`config.mk`:
```
export PLATFORM = sky130hd
export DESIGN_NAME = rxf_filter
export DESIGN_NICKNAME = d
export VERILOG_FILES = /design/src/hdl/rxf_pkg.sv /design/src/hdl/rxf_tally_if.sv /design/src/hdl/rxf_filter.sv /design/src/hdl/rxf_tally.sv /design/src/hdl/rxf_addr_match.sv
export SDC_FILE = /design/constraint.sdc
export NUM_CORES = 1
export LEC_CHECK = 0
export ABC_CLOCK_PERIOD_IN_PS = 6200
export BUFFER_PORTS_ARGS = -buffer_cell sky130_fd_sc_hd__buf_2
export CORE_MARGIN = 3
export CORE_UTILIZATION = 60
export DETAILED_ROUTE_END_ITERATION = 10
export GPL_ROUTABILITY_DRIVEN = 0
export PLACE_DENSITY_LB_ADDON = 0.1
export SLEW_MARGIN = 40
export SYNTH_ARGS = -nofsm -noshare
export SYNTH_HDL_FRONTEND = slang
export SYNTH_SLANG_ARGS = --single-unit
```
`constraint.sdc`:
```
create_clock -name sys_clk -period 6.2 [get_ports sys_clk]
set_clock_uncertainty 0.05 [all_clocks]
set_input_delay 0.62 -clock sys_clk [delete_from_list [all_inputs] [get_ports sys_clk]]
set_output_delay 0.62 -clock sys_clk [all_outputs]
set_load 0.005 [all_outputs]
```
`src/hdl/rxf_pkg.sv`:
```
package rxf_pkg;
  // register offsets on the plain register port
  localparam logic [3:0] REG_CONFIG      = 4'h0;
  localparam logic [3:0] REG_STATUS      = 4'h1;
  localparam logic [3:0] REG_ALIGN_TALLY = 4'h2;
  localparam logic [3:0] REG_CRC_TALLY   = 4'h3;
  localparam logic [3:0] REG_MISS_TALLY  = 4'h4;
  localparam logic [3:0] REG_STATION0    = 4'h5;
  localparam int         STATION_BYTES   = 6;
  // receive_filter_config fields
  localparam int CFG_SAVE_ERRORED  = 0;
  localparam int CFG_ACCEPT_SHORT  = 1;
  localparam int CFG_ACCEPT_ONES   = 2;
  localparam int CFG_GROUP_CHECK   = 3;
  localparam int CFG_ANY_STATION   = 4;
  localparam int CFG_MONITOR_ONLY  = 5;
  localparam logic [7:0] CFG_WRITABLE = 8'h3f;
  localparam logic [7:0] CFG_RESET    = 8'h00;
  // receive_frame_status fields
  localparam int ST_INTACT    = 0;
  localparam int ST_CRC       = 1;
  localparam int ST_ALIGN     = 2;
  localparam int ST_OVERFLOW  = 3;
  localparam int ST_MISSED    = 4;
  localparam int ST_MATCH     = 5;
  localparam int ST_DISABLED  = 6;
  localparam int ST_DEFERRING = 7;
  localparam logic [7:0] STATUS_RESET = 8'h00;
  // frame limits
  localparam logic [6:0] MIN_FRAME_BYTES = 7'h40;
  localparam logic [2:0] DRIBBLE_LIMIT   = 3'h6;
  localparam logic [7:0] TALLY_MAX       = 8'hc0;
  localparam logic [7:0] GROUP_BIT_MASK  = 8'h01;
  typedef enum logic [1:0] {
    RXF_IDLE,
    RXF_DEST,
    RXF_BODY,
    RXF_SKIP
  } rxf_state_t;
endpackage

```
`src/hdl/rxf_tally_if.sv`:
```
`timescale 1ns/10ps
`default_nettype none
interface rxf_tally_if;
  logic       inc;
  logic       clr;
  logic [7:0] count;
  modport owner (output inc, output clr, input count);
  modport counter (input inc, input clr, output count);
endinterface
`default_nettype wire

```
`src/hdl/rxf_filter.sv`:
```
// The placing of the registers and strobed register access were chosen for this implementation.
`timescale 1ns/10ps
`default_nettype none
// Summary of operation
// save_errored_frames keeps CRC/alignment errored frames
// accept_short_frames keeps frames under 64 bytes
// accept_all_ones_dest keeps broadcast frames
// group_address_check enables multicast hash check
// physical address must match unless promiscuous
// monitor checks frames but stores none
// monitor counts each recognized frame as missed
// software writes config bit 6 as zero
// acceptance criteria combine by logical OR
// full promiscuous needs three bits plus hash
// status byte written after good frame
// errored frames carry status only when saved
// status clears when next frame starts
// intact only when all error flags zero
// CRC mismatch sets bit 1, counts
// misaligned with bad CRC sets bit 2
// FIFO overflow sets bit 3, aborts frame
// unstored addressed frame sets missed, counts
// bit 5 tells physical or group match
// bit 6 follows monitor receiver disable
// bit 7 set by carrier or collision
// CRC/alignment pair encodes error type
// tallies saturate at 192, clear on read
// unaccepted frames write nothing to memory; rejected runt or errored frames are stored, then discarded
module rxf_filter
  import rxf_pkg::*;
(
  input  wire logic        sys_clk,
  input  wire logic        srst,
  // register port
  input  wire logic [3:0]  reg_addr,
  input  wire logic [7:0]  reg_wdata,
  input  wire logic        reg_wr,
  input  wire logic        reg_rd,
  output logic [7:0]       reg_rdata,
  // decoded receive stream from the line decoder
  input  wire logic        rx_start,
  input  wire logic        rx_byte_valid,
  input  wire logic [7:0]  rx_byte,
  input  wire logic        rx_end,
  input  wire logic        rx_crc_ok,
  input  wire logic [2:0]  rx_dribble_bits,
  input  wire logic        rx_fifo_overflow,
  input  wire logic        group_hash_hit,
  input  wire logic        buffers_full,
  // media pins
  input  wire logic        carrier_pin,
  input  wire logic        collision_detect_line,
  // local DMA side
  output logic             dma_dest_valid,
  output logic [47:0]      dma_dest,
  output logic             dma_byte_valid,
  output logic [7:0]       dma_byte,
  output logic             dma_status_valid,
  output logic [7:0]       dma_status,
  output logic             dma_commit,
  output logic             dma_discard
);
  import rxf_pkg::*;

  rxf_state_t  state;
  rxf_state_t  next_state;
  logic [7:0]  receive_filter_config;
  logic [7:0]  receive_frame_status;
  logic [7:0]  station_address_bytes [STATION_BYTES];
  logic [47:0] dest_shift;
  logic [2:0]  dest_count;
  logic [6:0]  frame_len;
  logic        storing;
  logic        hit_seen;
  logic [1:0]  crs_sync;
  logic [1:0]  col_sync;

  rxf_tally_if align_tif ();
  rxf_tally_if crc_tif ();
  rxf_tally_if miss_tif ();

  // configuration fields
  wire save_errored_frames  = receive_filter_config[CFG_SAVE_ERRORED];
  wire accept_short_frames  = receive_filter_config[CFG_ACCEPT_SHORT];
  wire accept_all_ones_dest = receive_filter_config[CFG_ACCEPT_ONES];
  wire group_address_check  = receive_filter_config[CFG_GROUP_CHECK];
  wire accept_any_station   = receive_filter_config[CFG_ANY_STATION];
  wire monitor_only         = receive_filter_config[CFG_MONITOR_ONLY];

  // register decode
  wire wr_config   = reg_wr & (reg_addr == REG_CONFIG);
  wire rd_align    = reg_rd & (reg_addr == REG_ALIGN_TALLY);
  wire rd_crc      = reg_rd & (reg_addr == REG_CRC_TALLY);
  wire rd_miss     = reg_rd & (reg_addr == REG_MISS_TALLY);
  wire [3:0] st_ix = reg_addr - REG_STATION0;
  wire st_sel      = (reg_addr >= REG_STATION0) &&
                     (st_ix < 4'(STATION_BYTES));

  // address filter sees the collected destination
  wire [47:0] station_flat = {station_address_bytes[0],
                              station_address_bytes[1],
                              station_address_bytes[2],
                              station_address_bytes[3],
                              station_address_bytes[4],
                              station_address_bytes[5]};
  wire [47:0] dest_now = {dest_shift[39:0], rx_byte};
  logic addr_hit;
  logic addr_group;

  rxf_addr_match u_match (
    .dest                 (dest_now),
    .station              (station_flat),
    .accept_all_ones_dest (accept_all_ones_dest),
    .group_address_check  (group_address_check),
    .accept_any_station   (accept_any_station),
    .group_hash_hit       (group_hash_hit),
    .hit                  (addr_hit),
    .is_group             (addr_group)
  );

  // destination complete on the sixth byte
  wire dest_done = (state == RXF_DEST) & rx_byte_valid &
                   (dest_count == 3'(STATION_BYTES - 1));
  // monitor never stores
  // no buffers means not stored
  wire will_store = addr_hit & ~monitor_only & ~buffers_full;
  // recognized frames counted when unstored
  wire missed_now = dest_done & addr_hit & ~will_store;

  // end of frame evaluation
  wire frame_end  = rx_end & (state != RXF_IDLE);
  // address recognized, stored or not: monitor and full-buffer frames
  // still feed the error tallies
  wire recognized = hit_seen;
  // only none, CRC, or CRC plus alignment
  wire crc_flag   = ~rx_crc_ok | (rx_dribble_bits >= DRIBBLE_LIMIT);
  // alignment needs dribble and failed CRC
  wire align_flag = crc_flag & (rx_dribble_bits != 3'h0);
  wire err_flag   = crc_flag | align_flag;
  // runt check on frame length
  wire is_short   = (frame_len < MIN_FRAME_BYTES);
  // errored frames only kept when saving
  // rejected errored frames leave no status
  wire keep_frame = (state == RXF_BODY) &
                    ~receive_frame_status[ST_OVERFLOW] &
                    (~err_flag | save_errored_frames) &
                    (~is_short | accept_short_frames);

  // overflow aborts storing at once
  wire overflow_hit = rx_fifo_overflow & (state != RXF_IDLE);

  // next state
  always_comb begin
    next_state = state;
    case (state)
      RXF_IDLE: begin
        if (rx_start) begin
          next_state = RXF_DEST;
        end
      end
      RXF_DEST: begin
        if (rx_end) begin
          next_state = RXF_IDLE;
        end else if (overflow_hit) begin
          next_state = RXF_SKIP;
        end else if (dest_done) begin
          // unmatched frames go to skip
          next_state = will_store ? RXF_BODY : RXF_SKIP;
        end
      end
      RXF_BODY: begin
        if (rx_end) begin
          next_state = RXF_IDLE;
        end else if (overflow_hit) begin
          next_state = RXF_SKIP;
        end
      end
      RXF_SKIP: begin
        if (rx_end) begin
          next_state = RXF_IDLE;
        end
      end
      default: next_state = RXF_IDLE;
    endcase
  end

  // state and frame counters
  always_ff @(posedge sys_clk) begin
    if (srst) begin
      state      <= RXF_IDLE;
      dest_shift <= 48'h0;
      dest_count <= 3'h0;
      frame_len  <= 7'h00;
      storing    <= 1'b0;
      hit_seen   <= 1'b0;
    end else begin
      state <= next_state;
      if (rx_start) begin
        dest_count <= 3'h0;
        frame_len  <= 7'h00;
        storing    <= 1'b0;
        hit_seen   <= 1'b0;
      end else if (rx_byte_valid) begin
        if (state == RXF_DEST) begin
          dest_shift <= dest_now;
          dest_count <= dest_count + 3'h1;
        end
        // saturate, only the runt test reads it
        if (frame_len != MIN_FRAME_BYTES) begin
          frame_len <= frame_len + 7'h01;
        end
      end
      if (dest_done) begin
        storing  <= will_store;
        hit_seen <= addr_hit;
      end
    end
  end

  // two flops before media pins are looked at
  always_ff @(posedge sys_clk) begin
    if (srst) begin
      crs_sync <= 2'b00;
      col_sync <= 2'b00;
    end else begin
      crs_sync <= {crs_sync[0], carrier_pin};
      col_sync <= {col_sync[0], collision_detect_line};
    end
  end
  wire media_busy = crs_sync[1] | col_sync[1];

  // status byte; setting events win over the frame-start clear
  always_ff @(posedge sys_clk) begin
    if (srst) begin
      receive_frame_status <= STATUS_RESET;
    end else begin
      // cleared on next frame start
      if (rx_start) begin
        receive_frame_status <= STATUS_RESET;
      end
      // disable follows monitor operation
      receive_frame_status[ST_DISABLED] <= monitor_only;
      // carrier or collision, held until the next frame start
      if (media_busy) begin
        receive_frame_status[ST_DEFERRING] <= 1'b1;
      end
      // overflow flag
      if (overflow_hit) begin
        receive_frame_status[ST_OVERFLOW] <= 1'b1;
      end
      if (dest_done) begin
        // physical 0, group 1
        receive_frame_status[ST_MATCH] <= addr_group;
        // missed flag
        receive_frame_status[ST_MISSED] <= missed_now;
      end
      if (frame_end) begin
        // CRC flag also on alignment
        receive_frame_status[ST_CRC]   <= err_flag;
        receive_frame_status[ST_ALIGN] <= align_flag;
        // intact only with no error flags
        receive_frame_status[ST_INTACT] <= ~err_flag &
          ~receive_frame_status[ST_OVERFLOW] &
          ~receive_frame_status[ST_MISSED] & ~overflow_hit;
      end
    end
  end

  // tally hookups; tallies only count recognized frames
  // CRC tally
  assign crc_tif.inc    = frame_end & recognized & crc_flag & ~align_flag;
  // alignment tally
  assign align_tif.inc  = frame_end & recognized & align_flag;
  // missed tally
  assign miss_tif.inc   = missed_now;
  assign crc_tif.clr    = rd_crc;
  assign align_tif.clr  = rd_align;
  assign miss_tif.clr   = rd_miss;

  rxf_tally u_align_tally (
    .sys_clk (sys_clk),
    .srst    (srst),
    .tif     (align_tif)
  );
  rxf_tally u_crc_tally (
    .sys_clk (sys_clk),
    .srst    (srst),
    .tif     (crc_tif)
  );
  rxf_tally u_miss_tally (
    .sys_clk (sys_clk),
    .srst    (srst),
    .tif     (miss_tif)
  );

  // DMA outputs, all registered
  always_ff @(posedge sys_clk) begin
    if (srst) begin
      dma_dest_valid   <= 1'b0;
      dma_dest         <= 48'h0;
      dma_byte_valid   <= 1'b0;
      dma_byte         <= 8'h00;
      dma_status_valid <= 1'b0;
      dma_commit       <= 1'b0;
      dma_discard      <= 1'b0;
    end else begin
      dma_dest_valid <= dest_done & will_store & ~overflow_hit & ~rx_end;
      if (dest_done) begin
        dma_dest <= dest_now;
      end
      dma_byte_valid <= rx_byte_valid & (state == RXF_BODY) &
                        ~overflow_hit;
      if (rx_byte_valid) begin
        dma_byte <= rx_byte;
      end
      // status after a kept frame
      dma_status_valid <= frame_end & keep_frame & ~overflow_hit;
      dma_commit       <= frame_end & keep_frame & ~overflow_hit;
      // partial stores are rolled back
      dma_discard <= (storing & (state == RXF_BODY) &
                      (overflow_hit | (frame_end & ~keep_frame)));
    end
  end
  // status byte shown to the DMA as it will stand after this frame
  assign dma_status = receive_frame_status;

  // register writes; bit 6 and 7 are not stored
  // reserved config bits ignored
  always_ff @(posedge sys_clk) begin
    if (srst) begin
      receive_filter_config <= CFG_RESET;
      for (int i = 0; i < STATION_BYTES; i++) begin
        station_address_bytes[i] <= 8'h00;
      end
    end else begin
      if (wr_config) begin
        receive_filter_config <= reg_wdata & CFG_WRITABLE;
      end
      if (reg_wr & st_sel) begin
        station_address_bytes[st_ix[2:0]] <= reg_wdata;
      end
    end
  end

  // read mux; unmapped offsets read zero
  logic [7:0] rd_mux;
  always_comb begin
    rd_mux = 8'h00;
    case (reg_addr)
      REG_CONFIG:      rd_mux = receive_filter_config;
      REG_STATUS:      rd_mux = receive_frame_status;
      REG_ALIGN_TALLY: rd_mux = align_tif.count;
      REG_CRC_TALLY:   rd_mux = crc_tif.count;
      REG_MISS_TALLY:  rd_mux = miss_tif.count;
      default: begin
        if (st_sel) begin
          rd_mux = station_address_bytes[st_ix[2:0]];
        end
      end
    endcase
  end

  // read data stand only in the cycle after the strobe
  always_ff @(posedge sys_clk) begin
    if (srst) begin
      reg_rdata <= 8'h00;
    end else begin
      reg_rdata <= reg_rd ? rd_mux : 8'h00;
    end
  end
endmodule
`default_nettype wire

```
`src/hdl/rxf_tally.sv`:
```
`timescale 1ns/10ps
`default_nettype none
module rxf_tally (
  input wire logic      sys_clk,
  input wire logic      srst,
  rxf_tally_if.counter  tif
);
  import rxf_pkg::*;
  logic [7:0] next_count;

  // increment wins over a read clear so no event is lost
  // saturate, read clear
  assign next_count = tif.inc ? ((tif.clr) ? 8'h01 :
                        ((tif.count == TALLY_MAX) ? TALLY_MAX :
                         tif.count + 8'h01)) :
                      (tif.clr ? 8'h00 : tif.count);

  always_ff @(posedge sys_clk) begin
    if (srst) begin
      tif.count <= 8'h00;
    end else begin
      tif.count <= next_count;
    end
  end
endmodule
`default_nettype wire

```
`src/hdl/rxf_addr_match.sv`:
```
`timescale 1ns/10ps
`default_nettype none
module rxf_addr_match (
  input  wire logic [47:0] dest,
  input  wire logic [47:0] station,
  input  wire logic        accept_all_ones_dest,
  input  wire logic        group_address_check,
  input  wire logic        accept_any_station,
  input  wire logic        group_hash_hit,
  output logic             hit,
  output logic             is_group
);
  import rxf_pkg::*;
  wire is_ones     = (dest == {48{1'b1}});
  wire group_bit   = |(dest[47:40] & GROUP_BIT_MASK);
  wire own_station = (dest == station);

  // broadcast acceptance
  wire ones_ok  = is_ones & accept_all_ones_dest;
  // multicast check
  wire group_ok = group_bit & ~is_ones & group_address_check &
                  group_hash_hit;
  // physical station compare
  wire phys_ok  = ~group_bit & (accept_any_station | own_station);

  // criteria are ORed
  assign hit      = ones_ok | group_ok | phys_ok;
  assign is_group = group_bit;
endmodule
`default_nettype wire

```
---- After elaboration in Yosys (flattened, before gate mapping) ----
Memory sizes are Yosys's and may differ from the RTL's.
Index checks and enable logic that the tools add are counted.
cells by class
  $lt $le $gt $ge ......................... 4
  bitwise operators ....................... 64
  multiplexer cells ....................... 39
  add/subtract/negate cells ............... 6
  equality and inequality tests ........... 18
  reductions and logical operators ........ 19
operators with widths
  operator                count
  $mux W8                 15
  $eq A48 B48 Y1          1
  $eq A48 B48 Y1 const B  1
  $pmux W8 S5             1
  $and A1 B1 Y1           39
  $add A8 B1 Y8 const B   3
  $eq A8 B8 Y1 const B    3
  $mux W2                 8
  $not A1 Y1              16
  $reduce_bool A2 Y1      8
  $mux W1                 12
  $or A1 B1 Y1            9
  $eq A4 B2 Y1 const B    2
  $pmux W2 S4             1
  $reduce_or A8 Y1        1
  $add A7 B1 Y7 const B   1
  $lt A7 B7 Y1 const B    1
  $ne A7 B7 Y1 const B    1
  $mux W3                 2
  $eq A2 B2 Y1 const B    2
  $eq A4 B1 Y1 const B    1
  $eq A4 B3 Y1 const B    1
  $ge A4 B3 Y1 const B    1
  $logic_not A4 Y1        1
  16 further kinds        19
storage, ports and cells
  memories ................................ 1
  bits in writable memories ............... 48
  register bits ........................... 164
  word-level logic and storage cells ...... 175
  output and inout bits ................... 77
  input bits .............................. 36
memory list
  name                   depth  width  rd ports  clocked after Yosys merged registers in  write ports  RTL line          source
  station_address_bytes  6      8      7         0                                        6            rxf_filter.sv:69  logic [7:0] station_address_bytes [STATION_BYTES];

---- Logic depth before layout (Yosys ltp) ----
Gate-level depths: netlist of the first run.
  depth after elaboration ................. 14
  depth in mapped cells ................... 10
  gate-level depth less buffers ........... 8

---- Hierarchy ----
Synthesis of the first run repeated with hierarchy kept, for this count alone.
unflattened totals
  cell total of the unflattened synthesis .. 1,055
  area total of the unflattened synthesis .. 10,138.5 µm²
modules (own cells, without submodules)
  module          times used  area an instance (µm²)  cells each  sequential area each (µm²)
  rxf_filter      1           8,192.9                 822         4,724.5
  rxf_tally       3           424.2                   49          160.2
  rxf_addr_match  1           673.1                   86          0.0

---- Least setup slack after synthesis of the first run ----
OpenSTA, ideal clock, no wires.
  kind .................................... in2reg
  start point ............................. input reg_addr[0]
  end point ............................... memory station_address_bytes[2][0], enable pin
  path slack .............................. 2.838 ns
  stages .................................. 8
  arrival ................................. 2.928 ns
  path through ............................ buf_1 inv_1 ha_1 xor2_2 o2bb2ai_1 nor3b_1 nand2_1 o21ai_0
RTL lines
  item         RTL line          source
  from (decl)  rxf_filter.sv:35  input wire logic [3:0] reg_addr,
  to (decl)    rxf_filter.sv:69

==> results.json, run 1 <==
{
  "whs_path_depth": 2,
  "antenna_found_initial": 0,
  "clk_pin_slew_worst_paths_ns": 0.06,
  "vdd_drop_max_mv": 0.232,
  "hold_path_class": "primary input to register",
  "dieHeight_um": 136,
  "synth.top_cell.area_share_pct": 32.5,
  "cts_resized": 0,
  "min_from": "carrier_pin",
  "ys_ff_latch": 228,
  "die_w_um": 136,
  "p_leak_nw": 4.41,
  "endpoint_kind": "register",
  "syn_inst": 1073,
  "crit_type": "primary input to register",
  "ff2ff_setup_slack_ns": 3.68,
  "initial_core_util_pct": 62.6,
  "ys_warn_count": 0,
  "synth_cell_types": 61,
  "path_buf_inv": 2,
  "synth.area.top_cells": "dfxtp_1 32%, edfxtp_1 19%, nand2_1 8.6%",
  "power.density_nw_per_um2": 276,
  "max-clock-path-buffers": 3,
  "grt-ovfl-total": 0,
  "worstSkewPairLatency_ns": 0.51,
  "dieArea_um2": 18500,
  "io_buffers": 112,
  "cp_slowest_cell": "ha_1",
  "drive_above_1_share_pct": 16.6,
  "crit_chain": "buf_2 > inv_1 > ha_1 > o2bb2ai_1 > nor4b_4 > nand4_1 > nand2_1",
  "grt_pass1_wl_um": 41100,
  "path_delay_family": "simple AND/OR/NAND/NOR gates",
  "crit_arrival_ns": 3.89,
  "async_flop_share_pct": 0,
  "fin_crit_ns": 3.76,
  "dp.cells": 1364,
  "postRouteAntennaNets": 0,
  "fin_hold_ws_ns": 0.281,
  "firstDrtPassIters": 6,
  "htreeDepth": 1,
  "crit_required_ns": 6.33,
  "yosysMostFrequentCell": "nand2_1",
  "track_usage_pct": 28.3,
  "coreArea_um2": 16200,
  "total_power_mw": 3.21,
  "seq_area_frac_synth_pct": 51.4,
  "grt_pass1_vias": 7418,
  "final_cell_area_um2": 11600,
  "synth_edf_count": 64,
  "setup_viol": 0,
  "status": "complete, no violations",
  "place_area_um2": 10800,
  "reg2regPathDepth": 6,
  "numCtsBuffers": 24,
  "wl_per_cell_um": 18.7,
  "fin_ws_ns": 2.44,
  "synth_top_area_cell": "dfxtp_1",
  "rsz0062_at_grt": "false",
  "clockRootBuffer": "clkbuf_16",
  "num_rows": 46,
  "fin_cells": 1408,
  "min_period_over_period_pct": 60.7,
  "synth.top_cells.by_count": "231 x nand2_1, 164 x dfxtp_1, 118 x a21oi_1",
  "critical-path-max-stage-delay_ns": 0.91,
  "num_antenna_cells": 0,
  "place_ws_ns": 1.94,
  "cts_hold_buf": 0,
  "path_depth": 7,
  "grt_max_degree": 100,
  "worstMarginPinSlew_ns": 0.840,
  "cts_tree": "done",
  "post_cts_buffers": 0,
  "ys.flop_type": "dfxtp_1",
  "hpwlAfterDp_um": 18800,
  "syn_to_final_growth_pct": 15.0,
  "min_to": "crs_sync[0]$_SDFF_PP0_",
  "cp-start-kind": "primary input",
  "syn_area_um2": 10100,
  "worstReg2RegEnd": "u_miss_tally.tif.count[6]$_SDFFE_PP0P_",
  "drv_cap": 0,
  "utilization_pct": 71.9,
  "fmax_ghz": 0.266,
  "vias": 8233,
  "clock-sinks": 228,
  "drt_iter0_drc": 1001,
  "vias_per_cell": 5.85,
  "slew_viol_final": 0,
  "drc": 0,
  "hold_viol_final": 0,
  "setup_tns_ns": 0,
  "rr_startpoint": "state[0]$_SDFFE_PP0P_",
  "post_synth.cell_area_avg_um2": 9.43,
  "nets": 1225,
  "maxSlewHeadroom_pct": 44.0,
  "io_pins": 113,
  "critPathMaxFanout": 23,
  "wl_um": 26300
}
report_power, final:
group	switching, mW	internal, mW	leakage (nW)	total, mW
combinational	0.128	0.0817	2.08	0.210
clock	0.568	0.824	0.394	1.39
sequential	0.0383	1.57	1.94	1.61
total	0.734	2.48	4.41	3.21
sequential cells by signal (all words and copies together), names as in the netlist:
name / count
dma_dest: 48
dest_shift: 40
dma_discard: 1
station_address_bytes: 64
state: 2
dma_status: 8
storing: 1
u_miss_tally.tif.count: 8
frame_len: 7
col_sync: 2
dma_commit: 1
reg_rdata: 8
dest_count: 3
dma_byte: 8
hit_seen: 1
u_crc_tally.tif.count: 8
dma_byte_valid: 1
u_align_tally.tif.count: 8
dma_dest_valid: 1
crs_sync: 2
receive_filter_config: 6
cell type report:
class,count,area [µm²]
repair buffers,117,604
fillers,1241,4540
flip-flops and latches,228,5200
clock inverters,8,43.8
clock buffers,36,738
well taps,216,270
inverters,27,101
multi-input cells,776,4670
worst max-delay path by stage:
stage | start | end | slack, ns
2_1_floorplan | reg_addr[0] | station_address_bytes[2][0]$_SDFFCE_PN0P_ | 2.84
3_3_place_gp | reg_addr[0] | station_address_bytes[5][2]$_DFFE_PP_ | 1.95
3_5_place_dp | reg_addr[0] | station_address_bytes[0][5]$_SDFFCE_PN0P_ | 1.94
4_1_cts | reg_addr[0] | station_address_bytes[0][1]$_SDFFCE_PN0P_ | 2.46
5_1_grt | reg_addr[0] | station_address_bytes[0][4]$_SDFFCE_PN0P_ | 2.08
6_report | reg_addr[0] | station_address_bytes[0][4]$_SDFFCE_PN0P_ | 2.44
worst reg2reg max path: cells and delay by family, from the launching register on:
kind	cells	cell delay [ns]
AO/OA/AOI/OAI	1	0.20
flip-flops	1	0.44
multiplexers	1	0.22
AND/OR/NAND/NOR	4	1.56
cell families after synthesis:
logic type / Yosys count / share of synthesized area [%]
mux: 50 / 7.04
flops: 228 / 51.4
fa+ha+maj: 15 / 1.86
xor+xnor: 55 / 4.84
simple gates: 451 / 20.7
compound gates: 189 / 10.8
buf+inv: 84 / 3.24
other cells: 1 / 0.0371
placed cells by master, fill, tap and decap left out, types with 3 or more instances in the layout:
| cell type | instances |
|---|---|
| or3b_1 | 4 |
| mux2_2 | 9 |
| ha_1 | 15 |
| and3_1 | 8 |
| or3_1 | 5 |
| edfxtp_1 | 64 |
| conb_1 | 16 |
| nor3_1 | 6 |
| nand2b_1 | 6 |
| mux2i_1 | 25 |
| clkbuf_1 | 5 |
| buf_2 | 111 |
| nand4_1 | 24 |
| nor3b_1 | 3 |
| nand3_1 | 17 |
| a211oi_1 | 3 |
| o21ai_1 | 6 |
| a22oi_1 | 13 |
| a222oi_1 | 6 |
| and2_1 | 20 |
| inv_1 | 26 |
| clkbuf_16 | 26 |
| clkbuf_8 | 5 |
| mux4_2 | 16 |
| or2_2 | 4 |
| dfxtp_1 | 164 |
| nor2_1 | 81 |
| a31oi_1 | 9 |
| nand2_1 | 231 |
| o21a_1 | 3 |
| xnor2_1 | 18 |
| buf_4 | 5 |
| nor4_1 | 14 |
| xor2_1 | 36 |
| a21oi_1 | 117 |
| o21ai_0 | 19 |
| nor2b_1 | 8 |
| clkinv_2 | 7 |
| nand3b_1 | 4 |
layer usage:
layer,track usage [%],routed length (µm)
met4,7.39,677
met5,0,0
met2,44.2,11900
met3,5.88,2730
met1,40.5,11000
Note: power is estimated with default switching activity, not from simulation.
==> inputs of run 2 (changes only) <==
Settings changed: ABC_AREA from default to 1, ABC_CLOCK_PERIOD_IN_PS 6200 to 3800, CORE_UTILIZATION 60 to 59.
Clock period 6.2 ns to 3.8 ns, I/O delays scaled along.
==> results.json, run 2 <==
{
  "status": "complete, no violations",
  "ys_ff_latch": 228,
  "clockRootBuffer": "clkbuf_16",
  "cts_hold_buf": 0,
  "total_power_mw": 5.60,
  "dieHeight_um": 138,
  "synth.area.top_cells": "dfxtp_1 32%, edfxtp_1 19%, nor2_1 7.9%",
  "synthSimpleGateAreaFrac_pct": 21.4,
  "synth.top_cells.by_count": "215 x nor2_1, 208 x nand2_1, 164 x dfxtp_1",
  "syn_inst": 1277,
  "num_rows": 47,
  "wl_um": 27900,
  "vias": 9378,
  "fin_ws_ns": 1.14,
  "wl_per_cell_um": 17.2,
  "synth_cell_types": 45,
  "mostFrequentLayoutCells": "214 x nor2_1, 208 x nand2_1, 164 x dfxtp_1, 132 x o21ai_0, 114 x inv_1",
  "grt_use_met1_pct": 44.3,
  "post_synth.cell_area_avg_um2": 8.01,
  "worstSkewPairLatency_ns": 0.53,
  "power.density_nw_per_um2": 474,
  "multi_input_area_um2": 4430,
  "coreArea_um2": 16800,
  "fillers": 1385,
  "synth_top_area_cell": "dfxtp_1",
  "synth_fa_ha_area_share_pct": 1.84,
  "p_leak_nw": 4.86,
  "setup_tns_ns": 0,
  "die_w_um": 138,
  "track_usage_pct": 28.6,
  "syn_area_um2": 10200,
  "critPathMaxFanout": 40,
  "yosysMostFrequentCell": "nor2_1",
  "drv_cap": 0,
  "synthMuxAreaShare_pct": 0.0979,
  "vias_per_cell": 5.76,
  "postRouteAntennaNets": 0,
  "endpoint_kind": "register",
  "drc": 0,
  "clk_pin_slew_worst_paths_ns": 0.06,
  "clock-sinks": 228,
  "place_ws_ns": 0.697,
  "grt_pass1_wl_um": 43000,
  "synth.top_cell.area_share_pct": 32.1,
  "cts_resized": 0,
  "synth_edf_count": 64,
  "setup_viol": 0,
  "fin_cells": 1627,
  "syn_to_final_growth_pct": 15.5,
  "seq_area_frac_synth_pct": 50.9,
  "vdd_drop_max_mv": 0.511,
  "cts_tree": "done",
  "seq_area_um2": 5200,
  "drt_iter0_drc": 954,
  "nets": 1440,
  "synth-compound-area-share_pct": 15.5,
  "crit_arrival_ns": 2.79,
  "grt_pass1_vias": 8114,
  "fmax_ghz": 0.376,
  "io_pins": 113,
  "max-clock-path-buffers": 3,
  "io_buffers": 112,
  "busiest_layer": "met1",
  "top_register": "station_address_bytes",
  "fin_crit_ns": 2.66,
  "antenna_found_initial": 0,
  "rsz0062_at_grt": "false",
  "grt-ovfl-total": 0,
  "synth_top_family_by_area": "simple AND/OR/NAND/NOR gates",
  "ys.flop_type": "dfxtp_1",
  "hpwlAfterDp_um": 19800,
  "largest_reg_flops": 64,
  "crit_required_ns": 3.93,
  "slew_viol_final": 0,
  "htreeDepth": 1,
  "synth-xor-area-share_pct": 3.76,
  "biggestRegsByFlops": "station_address_bytes x64, dma_dest x48, dest_shift x40",
  "num_antenna_cells": 0,
  "hold_viol_final": 0,
  "cp-start-kind": "primary input",
  "post_cts_buffers": 0,
  "dieArea_um2": 19000,
  "final_common_cell": "nor2_1",
  "ys_warn_count": 0,
  "dp.cells": 1583,
  "drive_above_1_share_pct": 12.6,
  "grt_use_met3_pct": 4.13,
  "worstMarginPinSlew_ns": 0.706,
  "crit_type": "primary input to register",
  "min_period_over_period_pct": 70.1,
  "grt_max_degree": 77,
  "async_flop_share_pct": 0,
  "numCtsBuffers": 24,
  "firstDrtPassIters": 5,
  "hold_path_class": "primary input to register",
  "initial_core_util_pct": 61.0,
  "met2_usage_pct": 41.4,
  "maxSlewHeadroom_pct": 52.8
}
[run 2: changes by cell type after synthesis, moves of 10 or more]
cell	before	now
nor2_1	81	215
o21ai_0	22	132
inv_1	26	117
xor2_1	36	5
mux2i_1	25	1
nand2_1	231	208
and2_1	20	0
nand3_1	18	37
xnor2_1	18	37
mux4_2	16	0
nor3_1	6	19
a22oi_1	13	3
o22ai_1	0	10
[run 2: layout make-up]
cell class                 count  share of cell area (%)
sequential                   228                    44.1
multi-input combinational    891                    37.5
clock buffer                  37                    6.19
timing repair buffer         123                    5.44
tap                          220                    2.33
clock inverter                 7                   0.678
inverter                     121                    3.84
[run 2: worst max-delay path, cell delays in order]
cell	delay [ns]
buf_2	0.11
buf_4	0.39
ha_1	0.43
o21ai_0	0.16
nand2_1	0.14
nand4_2	0.17
nor2_4	0.23
inv_2	0.07
nor2_2	0.12
inv_2	0.07
nor2_4	0.14
nand2_4	0.10
nand2_1	0.28
[run 2: power by group]
group / internal (mW) / switching (mW)
Sequential: 2.61 / 0.117
Clock: 1.40 / 0.963
Combinational: 0.174 / 0.335
[run 2: cell families (layout without fill, tap and decap cells)]
family                     Yosys count  in the layout
muxes                                1              1
adders and majority gates           15             15
other                                1             16
AOI/OAI and AO/OA                  290            290
xor gates and xnor gates            43             43
and+or+nand+nor                    526            526
DFF                                228            228
buffers and inverters              173            288
[run 2: path summary, 6_finish.rpt]
check / start / end / slack (ns) / depth (start not counted)
setup / recovery: reg_addr[0] / station_address_bytes[0][1]$_SDFFCE_PN0P_ / 1.14 / 13
hold / removal: carrier_pin / crs_sync[0]$_SDFF_PP0_ / 0.02 / 3
setup reg to reg: dest_shift[24]$_SDFFE_PP0P_ / u_miss_tally.tif.count[5]$_SDFFE_PP0P_ / 1.29 / 11
hold reg to reg: crs_sync[0]$_SDFF_PP0_ / crs_sync[1]$_SDFF_PP0_ / 0.36 / 2
[run 2: metrics by stage]
stage / cell area, µm² / util [%] / hold slack [ns]
final: 11800 / 70.5 / 0.0181
after global routing: 11800 / 70.5 / 0.0120
after CTS: 11800 / 70.5 / 0.0103
after detailed placement: 11000 / 65.7 / 0.343
after global placement: 11000 / 65.7 / 0.356
after floorplan: 10300 / - / 0.338
[run 2: layer usage]
layer | vias to the layer above | part of all wire, %
met5 | - | 0
met4 | 0 | 2.6
met1 | 4340 | 46
met2 | 499 | 42
met3 | 50 | 9.3
li1 | 4489 | -
